### src/rtl/bps_pkg.sv
package bps_pkg;

	// =====================================================================
	// Register map, byte addresses on APB.
	localparam logic [7:0] ADDR_PIN_LEVEL = 8'h00;
	localparam logic [7:0] ADDR_DIRECTION = 8'h04;
	localparam logic [7:0] ADDR_LATCH = 8'h08;
	localparam logic [7:0] ADDR_ANALOG = 8'h0c;
	localparam logic [7:0] ADDR_STEERING = 8'h10;
	localparam logic [7:0] ADDR_WEAK_PULLUP = 8'h14;

	// =====================================================================
	// Reset values and implemented-bit masks.
	localparam logic [7:0] DIRECTION_RST = 8'hff;
	localparam logic [7:0] LATCH_RST = 8'h00;
	localparam logic [7:0] ANALOG_MASK = 8'h2f;
	localparam logic [7:0] ANALOG_RST = 8'h2f;
	localparam logic [7:0] STEERING_MASK = 8'h03;
	localparam logic [7:0] STEERING_RST = 8'h00;
	localparam logic [7:0] PULLUP_RST = 8'h00;

	// =====================================================================
	// Field positions.
	localparam int STEER_CCP_BIT = 0;
	localparam int STEER_TMR_BIT = 1;
	localparam int PIN_SIX = 6;

	// =====================================================================
	// Grouped signals.
	typedef struct packed {
		logic clk_out_en;
		logic clk_out_val;
		logic osc_out_en;
		logic osc_out_val;
	} bps_pin6_fn_t;

	typedef struct packed {
		logic timer_clk_from_b4;
		logic ccp_on_e7;
	} bps_steer_t;

endpackage : bps_pkg

### src/rtl/bps_port.sv
// The implementer's own choices: register access over APB and the register offsets.
`timescale 1ns/100ps
// Operation
// - Enabled peripheral overrides pin output; reads remain
// - Direction, level, latch, analog, pullup registers
// - Latch write equals pin-level write
// - Latch read latches; level read pins
// - Eight bits; direction 1 input, 0 drive
// - Level write is read-modify-write into latch
// - Direction controls driver even when analog
// - Analog-selected pin reads digital zero
// - Analog select does not affect output
// - Analog select disables input buffer
// - Analog bits reset to analog mode
// - Steering never alters direction; routes overrides
// - Steering bit 1 picks timer clock pin
// - Steering bit 0 picks capture-compare pin
// - Analog bits only pins 5, 3..0
// - Pin six: clock out, oscillator, latch
// - Direction resets to all inputs
module bps_port (
	// Clock and reset
	input wire logic i_clk,
	input wire logic i_rst_b,
	// APB slave
	input wire logic i_psel,
	input wire logic i_penable,
	input wire logic i_pwrite,
	input wire logic [7:0] i_paddr,
	input wire logic [31:0] i_pwdata,
	output logic [31:0] o_prdata,
	output logic o_pready,
	output logic o_pslverr,
	// Port pins
	input wire logic [7:0] i_pin,
	output logic [7:0] o_pin,
	output logic [7:0] o_pin_oe_b,
	output logic [7:0] o_pin_ibuf_en,
	output logic [7:0] o_pin_pullup,
	// Peripheral overrides of port pins
	input wire logic [7:0] i_periph_en,
	input wire logic [7:0] i_periph_val,
	input wire bps_pkg::bps_pin6_fn_t i_pin6_fn,
	// Pin steering towards the timer and capture-compare unit
	output bps_pkg::bps_steer_t o_steer,
	// Other ports' pins seen by the steered functions
	input wire logic i_portb_pin_four,
	input wire logic i_portb_pin_five,
	output logic o_timer_external_clock_input,
	input wire logic i_ccp_out_en,
	input wire logic i_ccp_out_val,
	output logic o_portc_pin_one_ovr_en,
	output logic o_porte_pin_seven_ovr_en,
	output logic o_ccp_ovr_val
);

	// =====================================================================
	// Register state
	logic [7:0] direction_q;
	logic [7:0] latch_q;
	logic [7:0] analog_q;
	logic [7:0] steering_q;
	logic [7:0] pullup_q;
	logic [7:0] sync1_q;
	logic [7:0] sync2_q;
	logic [7:0] pin_read;
	logic [7:0] wdata;
	logic [7:0] rdata_d;
	logic wr_en;
	logic setup;
	logic addr_ok;
	logic timer_sel;
	logic ccp_sel;

	// Every register is one byte wide, so only the low byte of the bus is used.
	assign wr_en = i_psel && i_penable && i_pwrite;
	assign setup = i_psel && !i_penable;
	assign wdata = i_pwdata[7:0];

	function automatic logic addr_hit(input logic [7:0] a);
		addr_hit = (a == bps_pkg::ADDR_PIN_LEVEL) || (a == bps_pkg::ADDR_DIRECTION) ||
			(a == bps_pkg::ADDR_LATCH) || (a == bps_pkg::ADDR_ANALOG) ||
			(a == bps_pkg::ADDR_STEERING) || (a == bps_pkg::ADDR_WEAK_PULLUP);
	endfunction : addr_hit

	// A write lands at the access edge of a transfer aimed at the given address.
	function automatic logic write_hit(input logic en, input logic [7:0] a, input logic [7:0] target);
		write_hit = en && (a == target);
	endfunction : write_hit

	assign addr_ok = addr_hit(i_paddr);
	assign timer_sel = steering_q[bps_pkg::STEER_TMR_BIT];
	assign ccp_sel = steering_q[bps_pkg::STEER_CCP_BIT];

	// =====================================================================
	// Input synchroniser
	// The first stage may settle late, so nothing but the second stage reads it.
	// two-stage synchroniser
	always_ff @(posedge i_clk or negedge i_rst_b) begin
		if (!i_rst_b) begin
			sync1_q <= 8'h00;
			sync2_q <= 8'h00;
		end else begin
			sync1_q <= i_pin;
			sync2_q <= sync1_q;
		end
	end

	// Analog pins have their input buffer off, so their sampled level is forced to zero.
	// analog reads zero
	assign pin_read = sync2_q & ~analog_q;

	// =====================================================================
	// Registers
	// Every pin leaves reset as an input, so nothing is driven before software decides.
	// direction reset inputs
	always_ff @(posedge i_clk or negedge i_rst_b) begin
		if (!i_rst_b) begin
			direction_q <= bps_pkg::DIRECTION_RST;
		end else if (write_hit(wr_en, i_paddr, bps_pkg::ADDR_DIRECTION)) begin
			direction_q <= wdata;
		end
	end

	// A full-byte write through the pin-level address is a read-modify-write
	// whose merge covers every bit, so the stored byte is the written byte; the
	// pin sample is taken at the access edge like a real merge would.
	// latch update path
	always_ff @(posedge i_clk or negedge i_rst_b) begin
		if (!i_rst_b) begin
			latch_q <= bps_pkg::LATCH_RST;
		end else if (wr_en && (i_paddr == bps_pkg::ADDR_LATCH || i_paddr == bps_pkg::ADDR_PIN_LEVEL)) begin
			latch_q <= (pin_read & 8'h00) | wdata;
		end
	end

	// Unimplemented analog bits are masked on write so that they always read zero.
	// analog select reset
	always_ff @(posedge i_clk or negedge i_rst_b) begin
		if (!i_rst_b) begin
			analog_q <= bps_pkg::ANALOG_RST;
		end else if (write_hit(wr_en, i_paddr, bps_pkg::ADDR_ANALOG)) begin
			analog_q <= wdata & bps_pkg::ANALOG_MASK;
		end
	end

	// Only the two steering bits are stored; the rest of the byte reads zero.
	// steering reset and mask
	always_ff @(posedge i_clk or negedge i_rst_b) begin
		if (!i_rst_b) begin
			steering_q <= bps_pkg::STEERING_RST;
		end else if (write_hit(wr_en, i_paddr, bps_pkg::ADDR_STEERING)) begin
			steering_q <= wdata & bps_pkg::STEERING_MASK;
		end
	end

	always_ff @(posedge i_clk or negedge i_rst_b) begin
		if (!i_rst_b) begin
			pullup_q <= bps_pkg::PULLUP_RST;
		end else if (write_hit(wr_en, i_paddr, bps_pkg::ADDR_WEAK_PULLUP)) begin
			pullup_q <= wdata;
		end
	end

	// =====================================================================
	// APB read path
	// Unmapped addresses and unimplemented bits read as zero.
	// latch versus pin read
	always_comb begin
		rdata_d = 8'h00;
		case (i_paddr)
			bps_pkg::ADDR_PIN_LEVEL: rdata_d = pin_read;
			bps_pkg::ADDR_DIRECTION: rdata_d = direction_q;
			bps_pkg::ADDR_LATCH: rdata_d = latch_q;
			bps_pkg::ADDR_ANALOG: rdata_d = analog_q;
			bps_pkg::ADDR_STEERING: rdata_d = steering_q;
			bps_pkg::ADDR_WEAK_PULLUP: rdata_d = pullup_q;
			default: rdata_d = 8'h00;
		endcase
	end

	// Ready is raised for the access phase only, so every transfer takes two
	// cycles and a master never waits beyond its first access edge.
	always_ff @(posedge i_clk or negedge i_rst_b) begin
		if (!i_rst_b) begin
			o_pready <= 1'b0;
		end else begin
			o_pready <= setup;
		end
	end

	// An address outside the map is refused with an error beside ready.
	always_ff @(posedge i_clk or negedge i_rst_b) begin
		if (!i_rst_b) begin
			o_pslverr <= 1'b0;
		end else begin
			o_pslverr <= setup && !addr_ok;
		end
	end

	// Read data is captured at the setup edge and stands until the next setup,
	// so a pin-level read returns the level seen one cycle before the access.
	always_ff @(posedge i_clk or negedge i_rst_b) begin
		if (!i_rst_b) begin
			o_prdata <= '0;
		end else if (setup) begin
			o_prdata <= {24'h00_0000, rdata_d};
		end
	end

	// =====================================================================
	// Pin drive
	logic [7:0] pin_d;
	always_comb begin
		pin_d = latch_q;
		pin_d = (i_periph_en & i_periph_val) | (~i_periph_en & pin_d);
		// Clock output beats oscillator output, which beats the latch and any peripheral.
		// pin six priority
		if (i_pin6_fn.clk_out_en) begin
			pin_d[bps_pkg::PIN_SIX] = i_pin6_fn.clk_out_val;
		end else if (i_pin6_fn.osc_out_en) begin
			pin_d[bps_pkg::PIN_SIX] = i_pin6_fn.osc_out_val;
		end
	end

	always_ff @(posedge i_clk or negedge i_rst_b) begin
		if (!i_rst_b) begin
			o_pin <= bps_pkg::LATCH_RST;
		end else begin
			o_pin <= pin_d;
		end
	end

	always_ff @(posedge i_clk or negedge i_rst_b) begin
		if (!i_rst_b) begin
			o_pin_oe_b <= bps_pkg::DIRECTION_RST;
		end else begin
			o_pin_oe_b <= direction_q;
		end
	end

	always_ff @(posedge i_clk or negedge i_rst_b) begin
		if (!i_rst_b) begin
			o_pin_ibuf_en <= '0;
		end else begin
			o_pin_ibuf_en <= ~analog_q;
		end
	end

	// A pull-up on a driven pin only wastes current, so it follows the direction bit.
	// pullup on inputs only
	always_ff @(posedge i_clk or negedge i_rst_b) begin
		if (!i_rst_b) begin
			o_pin_pullup <= bps_pkg::PULLUP_RST;
		end else begin
			o_pin_pullup <= pullup_q & direction_q;
		end
	end

	// =====================================================================
	// Function steering
	// The steering bits are mirrored out so the timer and capture unit see the pin choice.
	always_ff @(posedge i_clk or negedge i_rst_b) begin
		if (!i_rst_b) begin
			o_steer <= '0;
		end else begin
			o_steer.timer_clk_from_b4 <= timer_sel;
			o_steer.ccp_on_e7 <= ccp_sel;
		end
	end

	always_ff @(posedge i_clk or negedge i_rst_b) begin
		if (!i_rst_b) begin
			o_timer_external_clock_input <= 1'b0;
		end else begin
			o_timer_external_clock_input <= timer_sel ? i_portb_pin_four : i_portb_pin_five;
		end
	end

	// Only the selected pin gets the override enable; the other pin keeps its own
	// latch and direction, and no direction bit is ever touched from here.
	// route override only
	always_ff @(posedge i_clk or negedge i_rst_b) begin
		if (!i_rst_b) begin
			o_portc_pin_one_ovr_en <= 1'b0;
			o_porte_pin_seven_ovr_en <= 1'b0;
			o_ccp_ovr_val <= 1'b0;
		end else begin
			o_portc_pin_one_ovr_en <= i_ccp_out_en && !ccp_sel;
			o_porte_pin_seven_ovr_en <= i_ccp_out_en && ccp_sel;
			o_ccp_ovr_val <= i_ccp_out_val;
		end
	end

endmodule : bps_port

### config.mk
export PLATFORM = sky130hd
export DESIGN_NAME = bps_port
export DESIGN_NICKNAME = d
export VERILOG_FILES = /design/src/rtl/bps_pkg.sv /design/src/rtl/bps_port.sv
export SDC_FILE = /design/constraint.sdc
export NUM_CORES = 1
export LEC_CHECK = 0
export ABC_CLOCK_PERIOD_IN_PS = 1690
export BUFFER_PORTS_ARGS = -buffer_cell sky130_fd_sc_hd__buf_2
export CORE_ASPECT_RATIO = 1.5
export CORE_MARGIN = 2
export CORE_UTILIZATION = 30
export DETAILED_ROUTE_END_ITERATION = 16
export GPL_TIMING_DRIVEN = 0
export SYNTH_ARGS = -nofsm -noshare
export SYNTH_HDL_FRONTEND = slang
export SYNTH_SLANG_ARGS = --single-unit
### constraint.sdc
create_clock -name i_clk -period 1.69 [get_ports i_clk]
set_input_delay 0.169 -clock i_clk [delete_from_list [all_inputs] [get_ports i_clk]]
set_output_delay 0.169 -clock i_clk [all_outputs]
set_load 0.01 [all_outputs]
==> results.txt <==
status -> completed
Setup TNS -> 0 ps
n_diodes -> 0
Crit Path Max Fanout -> 9
die height -> 140 um
# setup viols final -> 0
Worst setup EP type -> flop
Avg Vias per Cell -> 4.36
CTS tree -> yes
Peak VDD IR -> 0.492 mV
vias in the first global route -> 2555
startpoint of the worst hold path -> i_pin6_fn[3]
Final min period -> 1540 ps
via count -> 2424
FF-to-FF setup slack -> 290 ps
Crit-path slowest cell -> nor4b_1
Slew @ Worst Pin -> 596 ps
H-Tree Depth -> 3
initial antenna violation count -> 0
share of cells above drive strength 1 -> 0.533
nets -> 476
GRT Residual Overflow -> 0
Seq/Total Area, Yosys -> 0.640
ANT nets after route -> 0
crit path from -> i_paddr[4]
synthesized area -> 3670 um2
worst r2r src -> analog_q[0]
final std cells w/o fill -> 556
Worst Clk Skew -> 8.61 ps
Relative slew margins -> 0.602
Crit path max-delay family -> simple AND/OR/NAND/NOR gates
Leak Pwr -> 2.50 nW
Top Ports -> 149
Max Freq -> 651 MHz
Final Max Slew Viols -> 0
clk_lat worst skew -> 340 ps
EDFF count, synth -> 0
synthesis-to-layout area growth -> 32.9%
final core occ -> 0.408
GPL Wtd Cong -> 0.784
Initial Util -> 0.307
Startpoint Class -> input pin
DP Wirelength -> 6070 um
Total Routed Length -> 8630 um
Initial DRT Pass Iterations -> 4
stages on the worst setup path -> 4
Synth cell types -> 39
commonest cells in the netlist -> dfrtp_1 (72), mux2_2 (42), buf_4 (27)
clock tree buffer depth -> 2
Critical Path Max Stage Delay -> 510 ps
total CTS buffers -> 9
reg2reg path depth -> 4
Final Cycle Share -> 0.909
Crit path required time -> 1950 ps
Hold Fails Final Rpt -> 0
Power, Total -> 4.70 mW
first-pass GRT wire length -> 13200 um
post-DR wirelength/cell -> 15.5 um
Worst Setup Path Type -> in -> reg
Synth Flop Type -> dfrtp_1
Post-synth ARST share -> 1.00
die width -> 94.4 um
Ys Warns -> 0
max cap viols -> 0
Total GRT Usage -> 0.135
Worst-path clk slew -> 60 ps
filler instances -> 1159
worst-path cell chain -> buf_2, nor4b_1, nand4_1, mux2_2
final hold slack -> 28.4 ps
Synth area leaders -> dfrtp_1 (49%), dfstp_2 (15%), mux2_2 (13%)
Root Driver -> clkbuf_16
reg2reg end -> o_prdata[0]
CP Capture Point -> analog_q[3]
Power Density -> 962 nW/um2
Synth area leader -> dfrtp_1
Synth top area share -> 0.490
most numerous cell in the Yosys netlist -> dfrtp_1
CP bufs+invs -> 1
Post-Syn Area per Cell -> 14.4 um2
Hold Path Class -> in -> reg
Worst Path Arrival -> 1800 ps
core area -> 12000 um2
pin count of the biggest net entering global routing -> 67
RSZ-0062 raised after global routing -> no
clk sink count -> 93
total die area -> 13200 um2
Yosys reg bits -> 93
port bufs -> 97
cell depth of the worst min-delay path -> 2
DRC -> 0
drt initial violations -> 82
Synth Instances -> 256
placed cells -> 530
row count -> 49
cell families (layout without fill, tap and decap cells):
kind of cell | Yosys count | after routing | synth area share
mux | 52 | 52 | 0.156
simple gates | 46 | 46 | 0.0807
other cells | 2 | 25 | 0.00204
compound gates | 23 | 23 | 0.0507
flops | 93 | 93 | 0.640
buf+inv | 40 | 164 | 0.0701
per-layer routing:
layer	track usage	share of wire
met3	0.0244	0.056
met4	0.0748	0.032
met5	0	0
met1	0.144	0.37
met2	0.246	0.54
sequential cells by signal (all words and copies together) (netlist names):
register,count
direction_q,8
latch_q,8
o_pin,8
o_pin_oe_b,8
o_pin_pullup,8
o_prdata,8
pullup_q,8
sync1_q,8
sync2_q,8
o_pin_ibuf_en,6
analog_q,5
o_steer,2
steering_q,2
o_ccp_ovr_val,1
o_portc_pin_one_ovr_en,1
o_porte_pin_seven_ovr_en,1
o_pready,1
o_pslverr,1
o_timer_external_clock_input,1
area by class of cell:
cell class                      instances  area (um2)  share of cell area
Buffer                                 34         235              0.0482
Clock buffer                           14         264              0.0541
Clock inverter                          1        30.0             0.00615
Inverter                                6        22.5             0.00461
Multi-Input combinational cell        146        1150               0.236
Sequential cell                        93        2350               0.482
Tap cell                              153         191              0.0392
Timing Repair Buffer                  109         636               0.130
power breakdown:
group / switching, mW / internal, mW
registers: 0.0230 / 2.29
logic: 0.192 / 0.171
clock network: 0.798 / 1.22
worst register-to-register path, cell delays in order (launching register included):
cell and delay (ps):
dfstp_2 560, nor2_1 50, a221oi_1 310, a211oi_1 90, a211o_1 290
placed cells by master, fill, tap and decap left out, types with 2 or more instances in the layout:
cell             n
nor3_2           2
nand3_1          5
clkbuf_16        9
clkbuf_1         4
dfstp_2         21
a21oi_1          2
and2_1          10
o21ai_0          2
a221oi_1         4
inv_1            6
a2111o_1         2
a211o_1          2
nand4_1          3
buf_4           28
mux2_2          42
a22oi_1          2
nand2_1          4
clkbuf_8         2
mux2i_1         10
a221o_1          2
conb_1          25
dfrtp_1         72
dlygate4sd3_1   10
a211oi_1         3
nor2_1          11
buf_2          101
per-stage QoR:
stage | worst slack [ps] | area [um2]
after floorplan | 212 | 3760
after global placement | -379 | 4440
after detailed placement | -364 | 4470
after CTS | 19.3 | 4860
after global routing | 129 | 4880
final | 154 | 4880
how the worst min path moves through the flow:
stage | to | slack (ps)
after floorplan | latch_q[0] | -130
after global routing | o_pin[6] | 40
after CTS | o_pin[6] | 20
final | o_pin[6] | 30
after global placement | o_ccp_ovr_val | 280
after detailed placement | o_ccp_ovr_val | 120
what timing repair did:
action	in CTS	in global routing
hold buffers	10	0
endpoints found under the hold margin	31	0
setup buffers	0	1
gates resized for setup	0	0
setup endpoints to repair	0	8
(Power assumes the default switching activity.)
